## config.mk

```make
export PLATFORM = sky130hd
export DESIGN_NAME = ppr_regmap
export DESIGN_NICKNAME = d
export VERILOG_FILES = /design/src/common/ppr_pkg.sv /design/src/verilog/ppr_regmap.sv
export SDC_FILE = /design/constraint.sdc
export NUM_CORES = 1
export LEC_CHECK = 0
export BUFFER_PORTS_ARGS = -buffer_cell sky130_fd_sc_hd__buf_2
export CAP_MARGIN = 10
export CORE_UTILIZATION = 45
export CTS_BUF_LIST = sky130_fd_sc_hd__clkbuf_8
export DETAILED_ROUTE_END_ITERATION = 6
export PLACE_DENSITY = 0.76
export SLEW_MARGIN = 15
export SYNTH_ARGS = -nofsm -noshare
export SYNTH_HDL_FRONTEND = slang
export SYNTH_HIERARCHICAL = 1
export SYNTH_SLANG_ARGS = --single-unit
```

## constraint.sdc

```tcl
create_clock -name i_ref_clk -period 1.85 [get_ports i_ref_clk]
set_input_delay 0.185 -clock i_ref_clk [delete_from_list [all_inputs] [get_ports i_ref_clk]]
set_output_delay 0.185 -clock i_ref_clk [all_outputs]
set_load 0.005 [all_outputs]
```

## src/common/ppr_pkg.sv

```systemverilog
// constants for the password protected register map
package ppr_pkg;
  localparam logic [7:0]  ADDR_PW_ENTRY_LO = 8'h88;
  localparam logic [7:0]  ADDR_PW_ENTRY_HI = 8'h8b;
  localparam logic [7:0]  ADDR_SCRATCH_LO  = 8'h8c;
  localparam logic [7:0]  ADDR_SCRATCH_HI  = 8'h8e;
  localparam logic [7:0]  ADDR_STATUS      = 8'h8f;
  localparam logic [7:0]  ADDR_USER_KEY_LO = 8'h90;
  localparam logic [7:0]  ADDR_USER_KEY_HI = 8'h93;
  localparam logic [7:0]  ADDR_ADMIN_KEY_LO = 8'h94;
  localparam logic [7:0]  ADDR_ADMIN_KEY_HI = 8'h97;
  localparam logic [7:0]  ADDR_RES0_BANK0  = 8'h98;
  localparam logic [31:0] RST_KEY          = 32'h0000_0000;
  localparam logic [7:0]  RST_SCRATCH      = 8'h00;
  localparam logic [7:0]  RST_RES0_BANK0   = 8'h7f;
  localparam logic [7:0]  RST_RES0_BANK1   = 8'h7f;
  localparam logic [7:0]  RD_IDLE          = 8'h00;
  localparam logic [2:0]  HIZ_NONE         = 3'h0;
  localparam logic [2:0]  HIZ_ALL          = 3'h7;
  localparam logic [31:0] BYTE_MASK        = 32'h0000_00ff;
  localparam int          STAT_BANK_BIT    = 4;
  localparam int          STAT_OFF_BIT     = 0;
  localparam int          SCRATCH_N        = 3;
  typedef enum logic [1:0] {
    PPR_LVL_NONE  = 2'h0,
    PPR_LVL_USER  = 2'h1,
    PPR_LVL_ADMIN = 2'h3
  } ppr_level_t;
endpackage

```

## src/verilog/ppr_regmap.sv

```systemverilog
// password protected register map with status and resistor 0 bank select
`timescale 1ns/1ps
module ppr_regmap
(
  input  wire logic       i_ref_clk,
  input  wire logic       i_rst_b,
  input  wire logic       i_wr_en,
  input  wire logic       i_rd_en,
  input  wire logic [7:0] i_addr,
  input  wire logic [7:0] i_wr_data,
  input  wire logic       i_bank_override_bit,
  input  wire logic [2:0] i_high_impedance_control,
  input  wire logic [7:0] i_res0_bank1,
  input  wire logic       i_bank_select_pin,
  input  wire logic       i_output_off_pin,
  output logic      [7:0] o_rd_data,
  output logic            o_rd_valid,
  output logic      [7:0] o_res0_setting,
  output logic      [2:0] o_res_hiz,
  output logic      [1:0] o_level
);
  import ppr_pkg::*;

  // ==========================================================
  // pin synchronisers
  logic bank_sync;
  logic off_sync;
  ppr_sync2
  #(
    .WIDTH (1)
  )
  u_bank_sync
  (
    .i_ref_clk (i_ref_clk),
    .i_async   (i_bank_select_pin),
    .o_sync    (bank_sync)
  );
  ppr_sync2
  #(
    .WIDTH (1)
  )
  u_off_sync
  (
    .i_ref_clk (i_ref_clk),
    .i_async   (i_output_off_pin),
    .o_sync    (off_sync)
  );

  // ==========================================================
  // storage
  logic [31:0] pw_entry;
  logic [31:0] user_key;
  logic [31:0] admin_key;
  logic [7:0]  scratch [SCRATCH_N];
  logic [7:0]  res0_bank0;

  // ==========================================================
  // access level
  wire user_match  = (pw_entry == user_key);
  wire admin_match = (pw_entry == admin_key);
  wire ppr_level_t level = admin_match ? PPR_LVL_ADMIN :
                           user_match  ? PPR_LVL_USER : PPR_LVL_NONE;
  wire is_admin = (level == PPR_LVL_ADMIN);

  // ==========================================================
  // address decode
  wire hit_entry   = (i_addr >= ADDR_PW_ENTRY_LO) && (i_addr <= ADDR_PW_ENTRY_HI);
  wire hit_scratch = (i_addr >= ADDR_SCRATCH_LO) && (i_addr <= ADDR_SCRATCH_HI);
  wire hit_status  = (i_addr == ADDR_STATUS);
  wire hit_user    = (i_addr >= ADDR_USER_KEY_LO) && (i_addr <= ADDR_USER_KEY_HI);
  wire hit_admin   = (i_addr >= ADDR_ADMIN_KEY_LO) && (i_addr <= ADDR_ADMIN_KEY_HI);
  wire hit_res0    = (i_addr == ADDR_RES0_BANK0);
  // byte lane: offset 0 is the most significant byte
  wire [1:0] lane    = i_addr[1:0];
  wire [4:0] lsb_pos = {~lane, 3'h0};
  wire [1:0] scr_idx = 2'(i_addr - ADDR_SCRATCH_LO);

  wire wr_entry   = i_wr_en && hit_entry;
  wire wr_scratch = i_wr_en && hit_scratch;
  wire wr_user    = i_wr_en && hit_user && is_admin;
  wire wr_admin   = i_wr_en && hit_admin && is_admin;
  wire wr_res0    = i_wr_en && hit_res0 && is_admin;

  function automatic logic [31:0] put_byte(input logic [31:0] word,
                                           input logic [4:0]  pos,
                                           input logic [7:0]  data);
    logic [31:0] mask;
    mask = BYTE_MASK << pos;
    put_byte = (word & ~mask) | (32'(data) << pos);
  endfunction

  wire [31:0] next_pw_entry  = wr_entry ? put_byte(pw_entry, lsb_pos, i_wr_data) : pw_entry;
  wire [31:0] next_user_key  = wr_user  ? put_byte(user_key, lsb_pos, i_wr_data) : user_key;
  wire [31:0] next_admin_key = wr_admin ? put_byte(admin_key, lsb_pos, i_wr_data) : admin_key;

  // ==========================================================
  // read mux: keys and entry never readable
  wire [7:0] status_byte = {3'h0, bank_sync, 3'h0, off_sync};
  wire [7:0] next_rd_data = hit_scratch ? scratch[scr_idx] :
                            hit_status  ? status_byte :
                            hit_res0    ? res0_bank0 :
                            RD_IDLE;
  wire [7:0] next_rd_byte = i_rd_en ? next_rd_data : RD_IDLE;
  wire use_bank1 = i_bank_override_bit | bank_sync;
  wire [7:0] next_res0 = use_bank1 ? i_res0_bank1 : res0_bank0;
  wire [2:0] next_hiz  = off_sync ? HIZ_ALL : i_high_impedance_control;

  // ==========================================================
  // scratch bytes, writable at any level
  genvar g;
  generate
    for (g = 0; g < SCRATCH_N; g++)
    begin : g_scratch
      wire scr_wr = wr_scratch && (scr_idx == 2'(g));
      ppr_byte_reg
      #(
        .RST_VAL (RST_SCRATCH)
      )
      u_byte
      (
        .i_ref_clk (i_ref_clk),
        .i_rst_b   (i_rst_b),
        .i_wr      (scr_wr),
        .i_data    (i_wr_data),
        .o_q       (scratch[g])
      );
    end
  endgenerate

  // ==========================================================
  // resistor 0 bank 0 byte, admin writes only
  ppr_byte_reg
  #(
    .RST_VAL (RST_RES0_BANK0)
  )
  u_res0_bank0
  (
    .i_ref_clk (i_ref_clk),
    .i_rst_b   (i_rst_b),
    .i_wr      (wr_res0),
    .i_data    (i_wr_data),
    .o_q       (res0_bank0)
  );

  // ==========================================================
  // password entry and key registers
  always_ff @(posedge i_ref_clk)
  begin
    if (!i_rst_b)
    begin
      pw_entry  <= RST_KEY;
      user_key  <= RST_KEY;
      admin_key <= RST_KEY;
    end
    else
    begin
      pw_entry  <= next_pw_entry;
      user_key  <= next_user_key;
      admin_key <= next_admin_key;
    end
  end

  // ==========================================================
  // read port
  always_ff @(posedge i_ref_clk)
  begin
    if (!i_rst_b)
    begin
      o_rd_data  <= RD_IDLE;
      o_rd_valid <= 1'b0;
    end
    else
    begin
      o_rd_data  <= next_rd_byte;
      o_rd_valid <= i_rd_en;
    end
  end

  // ==========================================================
  // resistor 0 outputs and access level
  always_ff @(posedge i_ref_clk)
  begin
    if (!i_rst_b)
    begin
      o_res0_setting <= RST_RES0_BANK0;
      o_res_hiz      <= HIZ_NONE;
      o_level        <= PPR_LVL_ADMIN;
    end
    else
    begin
      o_res0_setting <= next_res0;
      o_res_hiz      <= next_hiz;
      o_level        <= level;
    end
  end
endmodule

// ==========================================================
// two flip-flop synchroniser for pin inputs
module ppr_sync2
#(
  parameter int WIDTH = 1
)
(
  input  wire logic             i_ref_clk,
  input  wire logic [WIDTH-1:0] i_async,
  output logic      [WIDTH-1:0] o_sync
);
  logic [WIDTH-1:0] meta;
  always_ff @(posedge i_ref_clk)
  begin
    meta   <= i_async;
    o_sync <= meta;
  end
endmodule

// ==========================================================
// byte register with its own reset value
module ppr_byte_reg
#(
  parameter logic [7:0] RST_VAL = 8'h00
)
(
  input  wire logic       i_ref_clk,
  input  wire logic       i_rst_b,
  input  wire logic       i_wr,
  input  wire logic [7:0] i_data,
  output logic      [7:0] o_q
);
  always_ff @(posedge i_ref_clk)
  begin
    if (!i_rst_b)
      o_q <= RST_VAL;
    else if (i_wr)
      o_q <= i_data;
  end
endmodule

```

# After elaboration in Yosys (flattened, before gate mapping)
# Cells that the tools add are included.
# classes
shifts,2
n_bitwise,10
n_eq_ne,7
addsub,1
n_mux,10
n_lt_le_gt_ge,9
reduce_logical,17
# op_table
op,n
$and 32x32->32,3
$or 32x32->32,3
$eq 32x32->1,2
$mux 8,6
$ge 8x8->1 const B,4
$le 8x8->1 const B,4
$not 32->32,1
$shl 8x5->32,1
$shl 8x5->32 const A,1
$bmux 8 s2,1
$eq 8x8->1 const B,2
$logic_and 1x1->1,15
$eq 2x2->1 const B,2
$ge 3x3->1 const B,1
$mux 3,1
$not 2->3,1
$eq 2x1->1 const B,1
$logic_not 2->1,1
$mux 2,1
$not 2->2,1
$reduce_and 2->1,1
$sub 2x1->2 const B,1
$mux 1,1
$or 1x1->1,1
# totals
wordCells,72
in_bits,34
register_bits,154
output_inout_bits,22

# Logic depth before layout (Yosys ltp)
# depth
ltp_word,6
ltp_mapped,9
ltp_nobuf,7

# Cells and area by module
# The synthesis kept the hierarchy.
# by_module_without_submodules
module,seq_area_each_um2,cells_per_inst,instances,area_each_um2
ppr_regmap,2362.3,566,1,5286.3
ppr_byte_reg (g_scratch[0].u_byte ...),160.2,25,3,301.5
ppr_byte_reg (u_res0_bank0),160.2,26,1,287.8
ppr_sync2,40.0,2,2,40.0

# Worst setup path before layout
# No wires, ideal clock.
# synth_path
path_kind,register to register
start,register pw_entry[27]
end,register u_res0_bank0.o_q[0]
slack_ns,-0.180
required_ns,1.725
stages_incl_launch_ff,10
synth_period_minus_slack_ns,2.030
setup_ns,0.125
path_buffers,2
arrival_time_ns,1.905
cell_sequence,dfxtp_1 -> xnor2_1 -> nand4_1 -> nor4_1 -> buf_1 -> nand2_1 -> nor2_1 -> buf_6 -> mux2i_1 -> nand2_1
# synth_between
elab_chain_cells,5
word_cells_on_any_way,6
classes_between,eq/ne: 3; mux: 2; reduce/logical: 1
# synth_rtl
item,line,rtl
from (decl),ppr_regmap.sv:51,logic [31:0] pw_entry;
from (signal assigned),ppr_regmap.sv:157,pw_entry <= next_pw_entry;
$eq 32x32->1,ppr_regmap.sv:59,wire user_match = (pw_entry == user_key);
$mux 1,ppr_regmap.sv:62,user_match ? PPR_LVL_USER : PPR_LVL_NONE;
$mux 2 *,ppr_regmap.sv:61,wire ppr_level_t level = admin_match ? PPR_LVL_ADMIN :
$eq 2x2->1 *,ppr_regmap.sv:63,wire is_admin = (level == PPR_LVL_ADMIN);
$logic_and 1x1->1 *,ppr_regmap.sv:82,wire wr_res0 = i_wr_en && hit_res0 && is_admin;
via wr_res0,ppr_regmap.sv:82,
to (signal assigned),ppr_regmap.sv:235,o_q <= i_data;
to (decl),ppr_regmap.sv:228,output logic [7:0] o_q
# Mark *: on every way through the listed nets, which the timed path passes. The rest lies on a longest branch.
# A chain may end at the register's enable or synchronous reset.

# Final worst setup path
# layout_path
start,register admin_key[1]
end,register u_res0_bank0.o_q[4]
# layout_between
elab_chain_cells,4
# layout_rtl
item,line,rtl
from (decl),ppr_regmap.sv:53,logic [31:0] admin_key;
from (signal assigned),ppr_regmap.sv:159,admin_key <= next_admin_key;
$eq 32x32->1,ppr_regmap.sv:60,wire admin_match = (pw_entry == admin_key);
$mux 2,ppr_regmap.sv:61,
$eq 2x2->1,ppr_regmap.sv:63,
$logic_and 1x1->1,ppr_regmap.sv:82,
via wr_res0,ppr_regmap.sv:82,
# The timed path passes the listed nets, and every way through them passes these cells.

==> impl_results.md <==
* Largest stage delay on the critical path at 0.34 ns
* Grt ovf at 0
* Via Count at 5196
* Cell count after synthesis at 671
* Max IR drop VDD at 476 uV
* Top_reg_cell synth: dfxtp_1
* Status: finished, violations left
* Peak Freq at 0.510 GHz
* Row Count at 43
* Core box area at 0.0140 sq mm
* Synth Area in Simple Gates at 17.9%
* First-pass GRT wire length at 26700 microns
* Seq/Total Area, Yosys at 47.0%
* Iter 0 DRT Violations at 358
* CP max-delay cell: dfxtp_1
* Vias in the first global route at 4896
* Failing checks: setup timing
* DRC Markers at 0
* Worst slew margin at 63.0%
* Hold WS at 0.0949 ns
* Largest family of logic cells by synthesized area: simple AND/OR/NAND/NOR gates
* Cell area after synthesis at 0.00656 sq mm
* Total die area at 0.0151 sq mm
* LEAKAGE at 0.00357 uW
* EDFF count, synth at 0
* Power Density at 828 mW/mm^2
* Final worst setup slack at -0.109 ns
* Final Hold Fails at 0
* Distinct cell type count after synthesis at 32
* Commonest non-fill, non-tap cell in the layout: dfxtp_1
* CP top delay family: simple AND/OR/NAND/NOR gates
* CP Cell Sequence: xnor2_2 -> nand4_1 -> nor4_4 -> nand2_1 -> nor2_1 -> buf_6 -> mux2i_4 -> nand2_1
* Die width at 123 microns
* CP most frequent cell: nand2_1
* Buffers on Ports at 55
* WP data arrival at 2.30 ns
* Setup Slack @ Placement at -0.123 ns
* Buffer and inverter count on the worst path at 1
* Clock buffer depth at 2
* Tightest Pin Transition at 0.550 ns
* Post-synthesis mux area share at 17.1%
* RSZ-0062 raised after global routing: true
* Antenna cells at 0
* Area grow syn2layout at 24.6%
* Share of layout cells above drive strength 1 at 22.5%
* Worst-skew pair later-pin latency at 0.47 ns
* Worst EP required at 2.19 ns
* Critical path capture point type: register
* Clk root buf: clkbuf_8
* All-Layer GR Usage at 24.2%
* Most frequent cells in the layout: 140 x dfxtp_1, 134 x nand2_1, 109 x mux2i_1, 54 x buf_2, 42 x buf_4
* Via-to-Cell Ratio at 5.35
* Pin count of the biggest net entering global routing at 41
* DRT Wirelength at 17100 microns
* Clk sinks at 154
* Starting density of the core at 46.7%
* Post-Syn Nets at 705
* Initial antenna violation count at 0
* Fin crit share at 106%
* Synth Area in Compound Gates at 6.91%
* Crit path max fanout at 8
* GPL Wtd Cong at 0.854
* R2r setup slk at -0.11 ns
* Final layout net count at 812
* CP startpoint kind: register
* DP HPWL at 11800 microns
* Die Y at 123 microns
* Layout Skew at 0.0123 ns
* Ys Warns at 6
* H-tree depth at 4
* Type of the worst setup path: register to register
* Worst-path clk slew at 0.08 ns
* Worst hold path class: input port to register
* FF+latch count, synth at 154
* Syn Area/Cell at 9.77 sq um
* Total CTS buffers at 17
* Routed len/inst at 17.6 microns
* Adder-cell share of the synthesized area at 0%
* I/O pin count at 56
* CTS tree: done
* Post-route ant nets at 0
* Max Cap Violations at 0
* XOR/XNOR Fraction of Synth Area at 8.55%
* Tmin final at 1.96 ns
* Asr flop ratio synth at 0%
* TritonRoute pass-1 iters at 5
* Number of setup violations in the final report at 72
* Slew Viols, Final at 0
[tightest hold or removal path, delay by kind of cell]
kind                   cells  cell delay [ns]
AND/OR/NAND/NOR            1             0.08
AO/OA/AOI/OAI              1             0.06
buffers and inverters      1             0.19
[timing repair]
item	4_1_cts	5_1_grt
pin swaps	12	10
hold endpoints to repair	13	0
setup buffers	1	0
hold buffers	13	0
endpoints found under the setup margin	72	72
resized for setup	16	11
[stage by stage]
step | cells | cell area [sq um] | total power (uW) | utilization [%] | TNS [ns]
floorplan | 671 | 6570 | 3580 | - | -0.995
global placement | 925 | 7400 | 3750 | 52.7 | -0.385
detailed placement | 925 | 7400 | 3750 | 52.7 | -1.87
CTS | 971 | 8100 | 6780 | 57.7 | -0.287
global route | 971 | 8170 | 6970 | 58.2 | -6.65
finish | 971 | 8170 | 6760 | 58.2 | -2.79
[layout make-up]
| type | count | area, sq um |
|---|---|---|
| tap | 180 | 225 |
| clock buffer | 19 | 262 |
| multi-input combinational | 483 | 3440 |
| clock inverter | 13 | 223 |
| fill | 1148 | 5870 |
| sequential | 154 | 3100 |
| timing repair buffer | 120 | 910 |
| inverter | 2 | 7.51 |
[routing by layer]
layer  global-route usage (%)  wire [microns]  vias to the layer above
li1                         -               -                     2503
met1                     32.4            8000                     2509
met2                     38.4            7970                      159
met3                     4.46             807                       25
met4                     9.30             324                        0
met5                        0               0                        -
[state kept, by name, summed over array words and instances (netlist names)]
name                  cells
admin_key                32
pw_entry                 32
user_key                 32
g_scratch.u_byte/o_q     24
o_rd_data                 8
o_res0_setting            8
u_res0_bank0/o_q          8
o_res_hiz                 3
o_level                   2
o_rd_valid                1
u_bank_sync/meta          1
u_bank_sync/o_sync        1
u_off_sync/meta           1
u_off_sync/o_sync         1
[cells in the mapped netlist (8+ instances only)]
master | count | area, sq um
xnor2_1 | 32 | 280
nand2_1 | 134 | 503
nand4_1 | 10 | 62.6
mux2i_1 | 110 | 1100
nor4_1 | 11 | 68.8
nor3_1 | 9 | 45.0
dfxtp_1 | 154 | 3080
o21ai_0 | 32 | 160
nor2b_1 | 34 | 213
clkbuf_1 | 24 | 90.1
nor2_1 | 14 | 52.6
nand3_2 | 8 | 80.1
xor2_1 | 32 | 280
a21boi_0 | 25 | 188
[where the power goes]
group,internal [uW],switching (uW),leakage [uW]
registers,3340,11.1,0.00125
clock network,1800,1250,0.000243
logic,136,222,0.00207
total,5280,1490,0.00357
[path summary, 6_finish.rpt]
| check | from | cells after the start | endpoint |
|---|---|---|---|
| max | admin_key[1] | 8 | u_res0_bank0/o_q[4] |
| min | i_wr_data[0] | 3 | pw_entry[8] |
| max reg2reg | admin_key[1] | 8 | u_res0_bank0/o_q[4] |
| min reg2reg | u_off_sync/meta | 0 | u_off_sync/o_sync |
[logic make-up after synthesis]
family	after synthesis
muxes	112
buffers and inverters	34
DFF	154
and+or+nand+nor	236
AOI/OAI and AO/OA	71
xor gates and xnor gates	64
Power figures use the tool's default switching activity.
